[src/eiei_pkg.sv]
// Constants and carrier types for the external interrupt input stage
package eiei_pkg;

  // ****************************************
  // Widths
  // ****************************************
  localparam int unsigned PORT_W = 8;
  localparam int unsigned OD_W   = 2;
  localparam int unsigned IOC_W  = 8;

  // ****************************************
  // Status word field positions
  // ****************************************
  localparam int unsigned IOC_EDGE1_LVL = 0;
  localparam int unsigned IOC_OD_LO     = 1;
  localparam int unsigned IOC_EV1_LVL   = 3;
  localparam int unsigned IOC_EV2_LVL   = 4;

  // ****************************************
  // Reset values
  // ****************************************
  localparam logic [IOC_W-1:0]  IOC_RST   = 8'h00;
  localparam logic [PORT_W-1:0] PORT_RST  = 8'hff;
  localparam logic [PORT_W-1:0] PORT_OE_RST = 8'hff;
  // Idle level of every pin after reset, so no false edge at release
  localparam logic [16:0] PIN_IDLE = 17'h1_66f0;

  // Pin group, raw as seen at the pins (active-low pins idle high)
  typedef struct packed {
    logic              edge_one_n;  // Falling-edge request
    logic              rise;        // Rising-edge request
    logic              low_a_n;     // Level, normal only
    logic              low_b_n;     // Level, normal only
    logic              level_hi;    // Level high, normal only
    logic              steer_hi;    // Level high, normal or fast
    logic              steer_lo_n;  // Level low, normal or fast
    logic              steer_lo2_n; // Level low, fast or normal
    logic              fast_only;   // Level high, fast only
    logic              event_one_n; // Wake event 1
    logic              event_two_n; // Wake event 2
    logic [OD_W-1:0]   od;          // Open-drain, never interrupts
    logic [3:0]        spare;       // Keeps width aligned, unused
  } eiei_pins_t;

  // Routing selects: high chooses the fast request
  typedef struct packed {
    logic steer_hi_fast;
    logic steer_lo_fast;
    logic steer_lo2_fast;
  } eiei_route_t;

endpackage

[src/eiei_top.sv]
// External interrupt and wake event input stage
`timescale 1ns/1ps

module eiei_top (
  input  wire logic                         core_clk_i,
  input  wire logic                         rst_n_i,
  input  wire eiei_pkg::eiei_pins_t         pins_i,
  input  wire eiei_pkg::eiei_route_t        route_i,
  input  wire logic [eiei_pkg::PORT_W-1:0]  general_port_bits_i,
  input  wire logic [eiei_pkg::PORT_W-1:0]  port_drive_i,
  input  wire logic [eiei_pkg::PORT_W-1:0]  port_irq_en_i,
  input  wire logic                         edge_one_clr_i,
  input  wire logic                         rise_clr_i,
  input  wire logic                         low_power_i,
  output logic [eiei_pkg::PORT_W-1:0]       general_port_bits_oe_n_o,
  output logic [eiei_pkg::PORT_W-1:0]       port_level_o,
  output logic [eiei_pkg::IOC_W-1:0]        io_control_register_o,
  output logic                              normal_irq_o,
  output logic                              fast_interrupt_request_o,
  output logic                              wake_o
);

  // ****************************************
  // Helpers
  // ****************************************
  // High-to-low step between two synchroniser stages
  function automatic logic fell(input logic now, input logic was);
    fell = was & ~now;
  endfunction

  // Low-to-high step between two synchroniser stages
  function automatic logic rose(input logic now, input logic was);
    rose = now & ~was;
  endfunction

  // Share of a steerable request that goes to the wanted class
  function automatic logic steer(input logic act,
                                 input logic to_fast,
                                 input logic want_fast);
    steer = act & (to_fast == want_fast);
  endfunction

  // ****************************************
  // Pin synchronisers
  // ****************************************
  // Stage one is read only by stage two; edges use stages two and three
  eiei_pkg::eiei_pins_t              s1_q, s1_d, s2_q, s2_d, s3_q, s3_d;

  always_comb begin
    s1_d = pins_i;
    s2_d = s1_q;
    s3_d = s2_q;
    // Reset loads idle levels so release shows no false edge
    if (!rst_n_i) begin
      s1_d = eiei_pkg::PIN_IDLE;
      s2_d = eiei_pkg::PIN_IDLE;
      s3_d = eiei_pkg::PIN_IDLE;
    end
  end

  always_ff @(posedge core_clk_i) begin
    s1_q <= s1_d;
    s2_q <= s2_d;
    s3_q <= s3_d;
  end

  // ****************************************
  // Port synchronisers
  // ****************************************
  logic [eiei_pkg::PORT_W-1:0]       p1_q, p1_d, p2_q, p2_d;

  always_comb begin
    p1_d = general_port_bits_i;
    p2_d = p1_q;
    if (!rst_n_i) begin
      p1_d = eiei_pkg::PORT_RST;
      p2_d = eiei_pkg::PORT_RST;
    end
  end

  always_ff @(posedge core_clk_i) begin
    p1_q <= p1_d;
    p2_q <= p2_d;
  end

  // ****************************************
  // Edge request latches
  // ****************************************
  logic                              edge_one_q, edge_one_d;
  logic                              rise_q, rise_d;

  always_comb begin
    // Set beats clear so an edge in the clear cycle is kept
    edge_one_d = (edge_one_q & ~edge_one_clr_i)
               | fell(s2_q.edge_one_n, s3_q.edge_one_n);
    rise_d     = (rise_q & ~rise_clr_i)
               | rose(s2_q.rise, s3_q.rise);
    if (!rst_n_i) begin
      edge_one_d = 1'b0;
      rise_d     = 1'b0;
    end
  end

  always_ff @(posedge core_clk_i) begin
    edge_one_q <= edge_one_d;
    rise_q     <= rise_d;
  end

  // ****************************************
  // Level decode and request routing
  // ****************************************
  logic                              norm_q, norm_d;
  logic                              fast_q, fast_d;

  always_comb begin
    logic lvl_a;
    logic lvl_b;
    logic lvl_hi;
    logic st_hi;
    logic st_lo;
    logic st_lo2;
    logic port_any;
    // Active-low pins are inverted here; terms below are active high
    lvl_a    = ~s2_q.low_a_n;
    lvl_b    = ~s2_q.low_b_n;
    lvl_hi   = s2_q.level_hi;
    st_hi    = s2_q.steer_hi;
    st_lo    = ~s2_q.steer_lo_n;
    st_lo2   = ~s2_q.steer_lo2_n;
    // Port bits request on a low level, only where enabled
    port_any = |(~p2_q & port_irq_en_i);
    norm_d = edge_one_q | rise_q
           | lvl_a | lvl_b | lvl_hi
           | steer(st_hi, route_i.steer_hi_fast, 1'b0)
           | steer(st_lo, route_i.steer_lo_fast, 1'b0)
           | steer(st_lo2, route_i.steer_lo2_fast, 1'b0)
           | port_any;
    // The fast-only pin has no path into the normal request
    fast_d = s2_q.fast_only
           | steer(st_hi, route_i.steer_hi_fast, 1'b1)
           | steer(st_lo, route_i.steer_lo_fast, 1'b1)
           | steer(st_lo2, route_i.steer_lo2_fast, 1'b1);
    if (!rst_n_i) begin
      norm_d = 1'b0;
      fast_d = 1'b0;
    end
  end

  always_ff @(posedge core_clk_i) begin
    norm_q <= norm_d;
    fast_q <= fast_d;
  end

  // ****************************************
  // Wake events
  // ****************************************
  // Only a fresh fall wakes; a pin held low across entry does not
  logic                              wake_q, wake_d;

  always_comb begin
    logic ev;
    ev     = fell(s2_q.event_one_n, s3_q.event_one_n)
           | fell(s2_q.event_two_n, s3_q.event_two_n);
    wake_d = ev & low_power_i;
    if (!rst_n_i) begin
      wake_d = 1'b0;
    end
  end

  always_ff @(posedge core_clk_i) begin
    wake_q <= wake_d;
  end

  // ****************************************
  // Status word and port outputs
  // ****************************************
  logic [eiei_pkg::IOC_W-1:0]        ioc_q, ioc_d;
  logic [eiei_pkg::PORT_W-1:0]       oe_q, oe_d, lvl_q, lvl_d;

  always_comb begin
    ioc_d = eiei_pkg::IOC_RST;
    ioc_d[eiei_pkg::IOC_EDGE1_LVL] = s2_q.edge_one_n;
    // Open-drain pins feed only the status word, no request path
    ioc_d[eiei_pkg::IOC_OD_LO +: eiei_pkg::OD_W] = s2_q.od;
    ioc_d[eiei_pkg::IOC_EV1_LVL] = s2_q.event_one_n;
    ioc_d[eiei_pkg::IOC_EV2_LVL] = s2_q.event_two_n;
    // Open drain: enable low pulls the pin low
    oe_d  = port_drive_i;
    lvl_d = p2_q;
    if (!rst_n_i) begin
      ioc_d = eiei_pkg::IOC_RST;
      oe_d  = eiei_pkg::PORT_OE_RST;
      lvl_d = eiei_pkg::PORT_RST;
    end
  end

  always_ff @(posedge core_clk_i) begin
    ioc_q <= ioc_d;
    oe_q  <= oe_d;
    lvl_q <= lvl_d;
  end

  // ****************************************
  // Outputs
  // ****************************************
  assign normal_irq_o             = norm_q;
  assign fast_interrupt_request_o = fast_q;
  assign wake_o                   = wake_q;
  assign io_control_register_o    = ioc_q;
  assign general_port_bits_oe_n_o = oe_q;
  assign port_level_o             = lvl_q;

endmodule

[config.mk]
export PLATFORM = sky130hd
export DESIGN_NAME = eiei_top
export DESIGN_NICKNAME = d
export VERILOG_FILES = /design/src/eiei_pkg.sv /design/src/eiei_top.sv
export SDC_FILE = /design/constraint.sdc
export NUM_CORES = 1
export LEC_CHECK = 0
export BUFFER_PORTS_ARGS = -buffer_cell sky130_fd_sc_hd__buf_2
export CAP_MARGIN = 20
export CORE_AREA = 2 2 63 94
export CTS_BUF_LIST = sky130_fd_sc_hd__clkbuf_8
export DETAILED_ROUTE_END_ITERATION = 16
export DIE_AREA = 0 0 65 96
export PLACE_DENSITY_LB_ADDON = 0.3
export RECOVER_POWER = 50
export SYNTH_ARGS = -nofsm -noshare
export SYNTH_HDL_FRONTEND = slang
export SYNTH_SLANG_ARGS = --single-unit
export TNS_END_PERCENT = 100
[constraint.sdc]
create_clock -name core_clk_i -period 1 [get_ports core_clk_i]
set_input_delay 0.05 -clock core_clk_i [delete_from_list [all_inputs] [get_ports core_clk_i]]
set_output_delay 0.05 -clock core_clk_i [all_outputs]
set_load 0.02 [all_outputs]
**Word-level counts from Yosys, hierarchy flattened**

Cells that the tools add are included.

- Bitwise operators: 42
- Reductions and logical operators: 1

Operators by type and width:

| kind | count |
|---|---|
| 1-bit bitwise OR | 14 |
| 1-bit bitwise AND | 13 |
| 1-bit inverter | 13 |
| 8-bit bitwise AND | 1 |
| 8-bit inverter | 1 |
| 8-bit OR reduction | 1 |

- Bits in registers: 75
- Input bits: 49
- Output and inout port bits: 27
- Word-level logic and storage cells: 82

**Longest topological paths before layout**

Gate-level depths: netlist (run 1).

- Depth after elaboration: 8
- Depth in mapped cells: 4
- Gate-level depth less buffers: 4

**Worst setup path before layout (run 1)**

Ideal clock, no wire load.

- Kind: reg2reg
- Start point: register p2_q[2] (netlist name)
- End point: register norm_q (netlist: normal_irq_o)
- Library setup time: 0.132 ns
- Arrival time: 0.687 ns
- Data required time: 0.868 ns
- Slack: 0.181 ns
- Stages on the path, launching flop included: 4
- Path buffers: 0
- Period minus slack after synthesis: 0.819 ns
- Cells stage by stage: dfxtp_1 -> inv_1 -> a221oi_1 -> a31oi_1

- Word-level cells in the longest chain between the ends: 4

RTL lines:

| what | RTL line | RTL |
|---|---|---|
| start, declared | eiei_top.sv:70 | `logic [eiei_pkg::PORT_W-1:0] p1_q, p1_d, p2_q, p2_d;` |
| start signal, assigned | eiei_top.sv:83 | `p2_q <= p2_d;` |
| 8-bit inverter | eiei_top.sv:131 | `port_any = \|(~p2_q & port_irq_en_i);` |
| 8-bit bitwise AND | eiei_top.sv:131 |  |
| 8-bit OR reduction | eiei_top.sv:131 |  |
| 1-bit bitwise OR | eiei_top.sv:137 | `\| port_any;` |
| end signal, assigned | eiei_top.sv:150 | `norm_q <= norm_d;` |
| end, declared | eiei_top.sv:112 | `logic norm_q, norm_d;` |

No other way between the ends.
A chain may end at the register's enable or synchronous reset.

**Worst setup path after layout (run 1)**

- Start point: input rst_n_i
- End point: register ioc_q, in the netlist io_control_register_o[3]

RTL lines:

| what | RTL line | RTL |
|---|---|---|
| start, declared | eiei_top.sv:6 | `input wire logic rst_n_i,` |
| end signal, assigned | eiei_top.sv:198 | `ioc_q <= ioc_d;` |
| end, declared | eiei_top.sv:177 | `logic [eiei_pkg::IOC_W-1:0] ioc_q, ioc_d;` |

No word-level cell between the ends.

==> results of run 1 <==
[kinds of logic after synthesis]
group	after synthesis	share of synthesized area, %
and+or+nand+nor	77	22.3
buffers and inverters	22	5.58
other	1	0.178
DFF	72	68.4
AOI/OAI and AO/OA	12	3.56
[where the power goes]
part | leakage [nW] | switching [mW] | internal [mW]
Combinational | 0.647 | 0.210 | 0.266
Sequential | 0.597 | 0.0340 | 3.00
Clock | 0.0904 | 0.986 | 1.20
[layer usage]
layer | track usage (%) | vias to the layer above | wire (um)
met3 | 5.15 | 4 | 189
met1 | 11.0 | 658 | 1520
met2 | 22.2 | 44 | 1970
met4 | 9.75 | 0 | 65
met5 | 0 | - | 0
li1 | - | 774 | -
[final timing paths]
check	start	to	slack (ps)	cells after the start
max	rst_n_i	io_control_register_o[3]	30	4
min	port_irq_en_i[5]	normal_irq_o	30	3
max reg2reg	edge_one_q	normal_irq_o	100	4
min reg2reg	s1_q[6]	s2_q[6]	400	1
[registers in the layout, indices dropped and copies added, names as in the netlist, 4 cells and up]
signal and cells:
p2_q 8, s2_q 13, general_port_bits_oe_n_o 8, p1_q 8
io_control_register_o 5, s3_q 4, s1_q 13, port_level_o 8
[worst register-to-register path: cells and delay by family (launching register included)]
kind,cells,cell delay (ps)
AND/OR/NAND/NOR,2,270
flip-flops,1,320
AO/OA/AOI/OAI,2,190
[synth_stat cells]
cell type,count,area [um^2]
nand2b_1,56,350
o21ai_0,1,5.00
buf_4,4,30.0
buf_2,4,20.0
nor4_1,1,6.26
dfxtp_1,72,1440
conb_1,1,3.75
buf_6,2,22.5
nand2_1,4,15.0
and2_1,14,87.6
a221oi_1,2,17.5
a31oi_1,2,12.5
o22ai_1,4,25.0
nor2_1,1,3.75
inv_1,11,41.3
a21oi_1,3,15.0
and3_1,1,6.26
inv_2,1,3.75
[cell type report]
type                    count  area (um^2)  area share, %
flip-flops and latches     72         1440           47.5
repair buffers            106          708           23.3
multi-input cells          92          556           18.3
clock buffers              10          138           4.54
well taps                  70         87.6           2.89
clock inverters             5         57.6           1.90
inverters                  12         45.0           1.49
[through the flow]
step	hold slack [ps]	utilization, %	setup WS, ps	power, mW
2_1_floorplan	151	-	181	3.33
3_3_place_gp	229	46.2	106	3.47
3_5_place_dp	233	46.2	106	3.47
4_1_cts	9.56	56.3	54.0	5.77
5_1_grt	6.64	56.1	4.56	5.95
6_report	26.7	56.1	33.6	5.70
[repair_timing]
item / in CTS / in global routing
hold endpoints to repair: 33 / 0
setup endpoints to repair: 0 / 10
hold buffers: 35 / 0
resized for setup: 0 / 2
[cell usage in the layout (no fill, tap or decap), types with 2 or more instances in the layout]
| master | n |
|---|---|
| a21oi_1 | 3 |
| a221oi_1 | 2 |
| a31oi_1 | 2 |
| and2_1 | 14 |
| buf_2 | 44 |
| clkbuf_1 | 19 |
| clkbuf_2 | 4 |
| clkbuf_8 | 10 |
| clkinvlp_4 | 3 |
| conb_1 | 3 |
| dfxtp_1 | 72 |
| dlygate4sd3_1 | 35 |
| inv_1 | 11 |
| nand2_1 | 4 |
| nand2b_1 | 56 |
| o22ai_1 | 4 |
==> out/results.ini, run 1 <==
[grt]
grt_max_degree=42
grt-ovfl-total=0
grt_pass1_vias=1404
grtUsageTotal_pct=12.5
antenna_found_initial=0
grt_pass1_wl_um=5550

[synthesis]
syn_area_per_cell_um2=11.5
ys_ff_latch=72
yosys_warnings=0
synth.distinct_cells=18
netlist_area_mm2=0.00211
ys_seq_area_share_pct=68.4
postSynthCellCount=184

[drt]
drt-total-wl_um=3750
detail_route.wl_per_cell_um=10.2
drc=0
num_vias=1480
drtIter0Drc=53
drt-pass1-iter-count=4
ant_nets=0
viasPerCell=4.03

[clock_tree]
clock_sinks=72
cts.htree.levels=3
max-clock-path-buffers=2
cts.clk_slew.worst_paths_ps=70
cts_buffers=9
root_buffer=clkbuf_8
clock_latency_ps=330
cts_tree=built
cts_setup_buffers=0

[timing]
fin_skew_ps=6.95
rsz0062_at_grt=no
min_period_ps=966
drv_slew=0
final-setup-viol-count=0
hold_violations=0
setup_tns_ps=0
fin_crit_sh_pct=96.6
fmax_mhz=1030

[final_layout]
antenna_cells=0
drive_above_1_share_pct=22.9
fillers=507
fin_cells=367
nets=342
final_area_mm2=0.00303
area_growth_pct=43.9

[hold_path]
min_path_type=in2reg

[worst_setup_path]
critical_path_buf_inv_count=3
path_class=in2reg
start_kind=primary input
slowest_delay_ps=540
crit_arrival_ps=1190
critical-path-top-delay-family=buffers and inverters
critical_path_peak_fanout=20
cp_cell_sequence=dlygate4sd3_1 -> clkbuf_4 -> buf_4 -> and2_1
endpoint_kind=flip-flop
cpMaxStageDelayCell=dlygate4sd3_1
worstPathRequired_ps=1230

[floorplanning]
core_area_mm2=0.00541
die_height_um=96
initial_core_util_pct=39.0
rows=33
die_x_um=65
die_area_mm2=0.00624
ios=76

[run_status]
status=complete, no violations

[run]
max_cap_viol_count=0

[power_and_ir_drop]
peakVddDrop_v=0.000908
power-per-cell-area_mw_per_mm2=1880
p_leak_nw=1.33

[placed_design]
dp.cells=316
port_buffers=68
place.gp.congestion=0.687
dpl.hpwl_um=2240
place_area_mm2=0.00250

No activity file was read; power rests on OpenSTA's default activity.
==> run 2, diff against run 1 <==
--- a/config.mk
+++ b/config.mk
@@ -6,11 +6,11 @@
 export NUM_CORES = 1
 export LEC_CHECK = 0
 export BUFFER_PORTS_ARGS = -buffer_cell sky130_fd_sc_hd__buf_2
-export CAP_MARGIN = 20
-export CORE_AREA = 2 2 63 94
+export CAP_MARGIN = 5
+export CORE_AREA = 2 2 57 85
 export CTS_BUF_LIST = sky130_fd_sc_hd__clkbuf_8
 export DETAILED_ROUTE_END_ITERATION = 16
-export DIE_AREA = 0 0 65 96
+export DIE_AREA = 0 0 59 87
 export PLACE_DENSITY_LB_ADDON = 0.3
 export RECOVER_POWER = 50
 export SYNTH_ARGS = -nofsm -noshare
==> out/results.ini, run 2 (synthesis results as in run 1) <==
[timing]
hold_violations=0  ; unchanged
drv_slew=0  ; unchanged
final-setup-viol-count=0  ; unchanged
setup_tns_ps=0  ; unchanged
fmax_mhz=1080  ; +4.3%
holdWs_ps=18.2  ; -8.52 ps
rsz0062_at_grt=no
min_period_ps=927  ; -39.9 ps
fin_crit_sh_pct=92.7  ; -4.0 points
fin_skew_ps=5.09  ; -1.86 ps

[floorplanning]
die_x_um=59  ; -9.2%
core_area_mm2=0.00443  ; -18%
initial_core_util_pct=47.6  ; +8.6 points
ios=76  ; unchanged
die_height_um=87  ; -9.4%
rows=30  ; -9.1%
die_area_mm2=0.00513  ; -18%

[placed_design]
place.gp.congestion=0.823  ; +20%
dpl.hpwl_um=2280  ; +2.0%
port_buffers=68  ; unchanged

[clock_tree]
cts.htree.levels=3  ; unchanged
clock_latency_ps=320  ; about the same
cts_tree=built
root_buffer=clkbuf_8
clock_sinks=72  ; unchanged
post_cts_resized=0  ; unchanged
max-clock-path-buffers=2  ; unchanged
cts_buffers=9  ; unchanged
cts.clk_slew.worst_paths_ps=60  ; about the same

[power_and_ir_drop]
peakVddDrop_v=0.00147  ; +62%
p_leak_nw=1.38  ; +3.7%
power-per-cell-area_mw_per_mm2=1890  ; +0.72%
total_power_mw=5.70  ; about the same

[final_layout]
drive_above_1_share_pct=28.8  ; +5.9 points
antenna_cells=0  ; unchanged
largestRegisters=s1_q x13, s2_q x13
final_common_cell=dfxtp_1
area_growth_pct=42.9
nets=339  ; -0.88%
final_cell_mix=dfxtp_1 (72), buf_2 (68), nand2b_1 (56), dlygate4sd3_1 (33), inv_1 (13)

[drt]
detail_route.wl_per_cell_um=10.5  ; +2.7%
drc=0  ; unchanged
drt-pass1-iter-count=4  ; unchanged
viasPerCell=4.22  ; +4.5%
drt-total-wl_um=3600  ; -4.0%
num_vias=1446  ; -2.3%
drtIter0Drc=46  ; -13%
ant_nets=0  ; unchanged

[run]
max_cap_viol_count=0  ; unchanged

[grt]
use_met2_pct=26.2  ; +4.0 points
antenna_found_initial=0  ; unchanged
gr-usage-met1_pct=15.3  ; +4.3 points
grt_pass1_vias=1381  ; -1.6%
grt_pass1_wl_um=5650  ; +1.7%
grt_max_degree=37  ; -12%
gr-usage-met3_pct=5.65  ; +0.50 points
busiest_layer=met2
grt-ovfl-total=0  ; unchanged
grtUsageTotal_pct=15.3  ; +2.8 points

[worst_setup_path]
crit_arrival_ps=1120  ; -70 ps
path_class=reg2reg
critical_path_peak_fanout=2  ; -90%
worstPathRequired_ps=1200  ; -30 ps
start_kind=flip-flop
endpoint_kind=flip-flop

[hold_path]
min_path_type=in2reg

[run_status]
status=complete, no violations

[run 2: changes by cell type in the layout (fill, tap and decap cells not counted), sizes merged]
| cell | delta |
|---|---|
| buf | +23 |
| clkbuf | -23 |
| clkinv | +1 |
| clkinvlp | -3 |
| dlygate4sd3 | -2 |
| inv | +2 |
[run 2: what timing repair did]
item                      4_1_cts  5_1_grt
hold endpoints to repair       33        0
buffers inserted                0        0
hold buffers                   33        0
[run 2: critical path, cell delays in order (launching register included)]
cell and delay, ps:
dfxtp_1 330, o22ai_1 100, nor4_1 250, a31oi_1 110
[run 2: layout make-up]
type	count	area, um^2
clock buffer	11	151
clock inverter	5	47.5
fill	344	1420
inverter	12	45.0
multi-input combinational	92	556
sequential	72	1440
tap	48	60.1
timing repair buffer	103	711
[run 2: stage by stage]
step	cell area (um^2)	cells	setup WS (ps)	util, %
CTS	3010	343	70.5	68.0
global route	3010	343	19.6	68.0
finish	3010	343	73.5	68.0
detailed placement	2480	294	77.8	56.0
floorplan	2110	186	181	-
global placement	2480	294	91.8	56.0
[run 2: power by group]
| group | internal (mW) | total [mW] | switching, mW | leakage, nW |
|---|---|---|---|---|
| Clock | 1.26 | 2.18 | 0.921 | 0.112 |
| Sequential | 3.00 | 3.03 | 0.0321 | 0.597 |
| Combinational | 0.272 | 0.482 | 0.210 | 0.675 |
[run 2: metal layers]
layer	share of wire (%)	wire length [um]
met5	0	0
met4	2.0	72
met3	5.5	199
met2	52	1880
met1	40	1450
[run 2: path summary, 6_finish.rpt]
| path | depth (start not counted) | slack (ps) | endpoint | start |
|---|---|---|---|---|
| worst max register to register | 3 | 70 | normal_irq_o | p2_q[3] |
| worst min-delay path | 3 | 20 | fast_interrupt_request_o | route_i[1] |
| worst min register to register | 1 | 410 | s2_q[14] | s1_q[14] |
| worst max-delay path | 3 | 70 | normal_irq_o | p2_q[3] |
==> run 3, diff against run 2 <==
--- a/config.mk
+++ b/config.mk
@@ -5,6 +5,7 @@
 export SDC_FILE = /design/constraint.sdc
 export NUM_CORES = 1
 export LEC_CHECK = 0
+export ABC_AREA = 1
 export BUFFER_PORTS_ARGS = -buffer_cell sky130_fd_sc_hd__buf_2
 export CAP_MARGIN = 5
 export CORE_AREA = 2 2 57 85
@@ -13,6 +14,7 @@
 export DIE_AREA = 0 0 59 87
 export PLACE_DENSITY_LB_ADDON = 0.3
 export RECOVER_POWER = 50
+export REMOVE_ABC_BUFFERS = 1
 export SYNTH_ARGS = -nofsm -noshare
 export SYNTH_HDL_FRONTEND = slang
 export SYNTH_SLANG_ARGS = --single-unit
==> out/results.ini, run 3 <==
[timing]
final-setup-viol-count=0  ; unchanged
min_period_ps=903  ; -23.2 ps
rsz0062_at_grt=no
fmax_mhz=1110  ; +2.6%
fin_skew_ps=8.35  ; +3.26 ps
hold_violations=0  ; unchanged
setup_tns_ps=0  ; unchanged
fin_crit_sh_pct=90.3  ; -2.3 points
drv_slew=0  ; unchanged
holdWs_ps=17.0  ; -1.18 ps

[final_layout]
area_growth_pct=37.7
fillers=384  ; +12%
seq_area_mm2=0.00144  ; unchanged
antenna_cells=0  ; unchanged
nets=376  ; +11%
largestRegisters=s1_q x13, s2_q x13
drive_above_1_share_pct=26.7  ; -2.1 points
multiInputGateArea_um2=522  ; -6.1%
final_common_cell=dfxtp_1
final_cell_mix=dfxtp_1 (72), buf_2 (68), nand2_1 (49), or2_1 (36), inv_1 (35)
post-route-util_pct=67.5  ; -0.51 points

[synthesis]
ys_top_cells_by_count=dfxtp_1 (72), nand2_1 (49), or2_1 (36)
netlist_area_mm2=0.00217  ; +3.0%
synthFlopType=dfxtp_1
yosysMostFrequentCell=dfxtp_1
netlist.area_leader.share_pct=66.4  ; -2.0 points
yosys_warnings=0  ; unchanged
synthArstFlopShare_pct=0  ; unchanged
postSynthCellCount=221  ; +20%
synth.distinct_cells=14  ; -4
syn_area_per_cell_um2=9.82  ; -14%
ys_seq_area_share_pct=66.4  ; -2.0 points
synth_top_cell_by_area=dfxtp_1
yosys-top-cells-area=dfxtp_1 (66%), or2_1 (10%), nand2_1 (8.5%)
synth-edff-count=0  ; unchanged
ys_ff_latch=72  ; unchanged

[worst_setup_path]
critPathCapture=normal_irq_o
cp-startpoint=route_i[1]
slowest_delay_ps=520  ; +190 ps
rr_startpoint=edge_one_q
reg2reg_depth=6  ; +3
crit_arrival_ps=1110  ; about the same
worstPathRequired_ps=1210  ; about the same
r2r_end=normal_irq_o
cp_cell_sequence=dlygate4sd3_1 -> buf_2 -> inv_1 -> nand2_1 -> nand2_1 -> nor2_1 -> nand2_1 -> nor2_1 -> nor2_1
path_class=in2reg
start_kind=primary input
endpoint_kind=flip-flop
cpMaxStageDelayCell=dlygate4sd3_1
rrSetupSlack_ps=130  ; +60 ps
critical_path_peak_fanout=2  ; unchanged

[drt]
drt-pass1-iter-count=4  ; unchanged
ant_nets=0  ; unchanged
drt-total-wl_um=3610  ; about the same
detail_route.wl_per_cell_um=9.54  ; -9.2%
viasPerCell=4.14  ; -1.8%
drtIter0Drc=37  ; -20%
drc=0  ; unchanged
num_vias=1565  ; +8.2%

[clock_tree]
clock_latency_ps=330  ; about the same
root_buffer=clkbuf_8
max-clock-path-buffers=2  ; unchanged
cts_buffers=9  ; unchanged
cts_tree=built
clock_sinks=72  ; unchanged
cts.clk_slew.worst_paths_ps=70  ; about the same
cts.htree.levels=3  ; unchanged

[floorplanning]
die_height_um=87  ; unchanged
die_area_mm2=0.00513  ; unchanged
ios=76  ; unchanged
die_x_um=59  ; unchanged
initial_core_util_pct=49.0  ; +1.4 points
rows=30  ; unchanged
core_area_mm2=0.00443  ; unchanged

[grt]
grt_pass1_vias=1512  ; +9.5%
grt_max_degree=47  ; +27%
grt_pass1_wl_um=5810  ; +2.8%
antenna_found_initial=0  ; unchanged
grtUsageTotal_pct=15.7  ; +0.44 points
grt-ovfl-total=0  ; unchanged

[power_and_ir_drop]
power-per-cell-area_mw_per_mm2=1780  ; -5.9%
p_leak_nw=1.55  ; +12%
total_power_mw=5.32  ; -6.6%
peakVddDrop_v=0.00110  ; -25%

[placed_design]
place.gp.congestion=0.680  ; -17%
port_buffers=68  ; unchanged
dpl.hpwl_um=2290  ; +0.39%

[hold_path]
hold_depth=3  ; unchanged
min_path_type=in2reg

[run]
max_cap_viol_count=0  ; unchanged

[run_status]
status=complete, no violations

==> run 3: through the flow <==
step / setup slack [ps] / cell area, um^2 / std cells
after detailed placement: 102 / 2500 / 331
final: 96.7 / 2990 / 378
after CTS: 96.5 / 2990 / 378
after global placement: 110 / 2500 / 331
after floorplan: 198 / 2090 / 213
after global routing: 12.7 / 2990 / 378
==> run 3: report_power, final <==
group / internal [mW] / switching (mW) / total (mW)
combinational: 0.252 / 0.223 / 0.475
sequential: 3.01 / 0.0315 / 3.04
clock: 0.909 / 0.900 / 1.81
==> run 3: how the worst min path moves through the flow <==
| stage | from | end |
|---|---|---|
| after floorplan | rst_n_i | port_level_o[0] |
| after global placement | port_drive_i[1] | general_port_bits_oe_n_o[1] |
| after detailed placement | pins_i[14] | s1_q[14] |
| after CTS | route_i[2] | fast_interrupt_request_o |
| after global routing | route_i[0] | fast_interrupt_request_o |
| final | route_i[0] | fast_interrupt_request_o |
==> run 3: what timing repair did <==
item / 4_1_cts / 5_1_grt
endpoints found under the hold margin: 33 / 0
setup buffers: 0 / 0
hold buffers: 33 / 0
gates resized for setup: 0 / 0
setup endpoints to repair: 0 / 0
==> run 3: area by class of cell <==
class,count,share of cell area (%)
Timing Repair Buffer,103,22.9
Clock inverter,4,0.544
Multi-Input combinational cell,108,17.5
Tap cell,48,2.01
Sequential cell,72,48.2
Inverter,33,4.23
Clock buffer,10,4.60
==> run 3: critical path: cells and delay by family <==
kind,cells,cell delay [ps]
buffers and inverters,3,670
AND/OR/NAND/NOR,6,400
==> run 3: cell families (layout without fill, tap and decap cells) <==
group	after synthesis	in the layout	synth area share, %
AND/OR/NAND/NOR	100	100	22.1
buffers and inverters	43	150	9.91
other	1	3	0.173
AO/OA/AOI/OAI	5	5	1.38
flip-flops	72	72	66.4
==> run 3: layer usage <==
metal  GRT usage (%)  routed length [um]  vias up
met5               0                   0        -
met4            10.5                  74        0
met3            5.35                 153        6
met2            28.5                1970       42
met1            14.0                1410      675
li1                -                   -      842
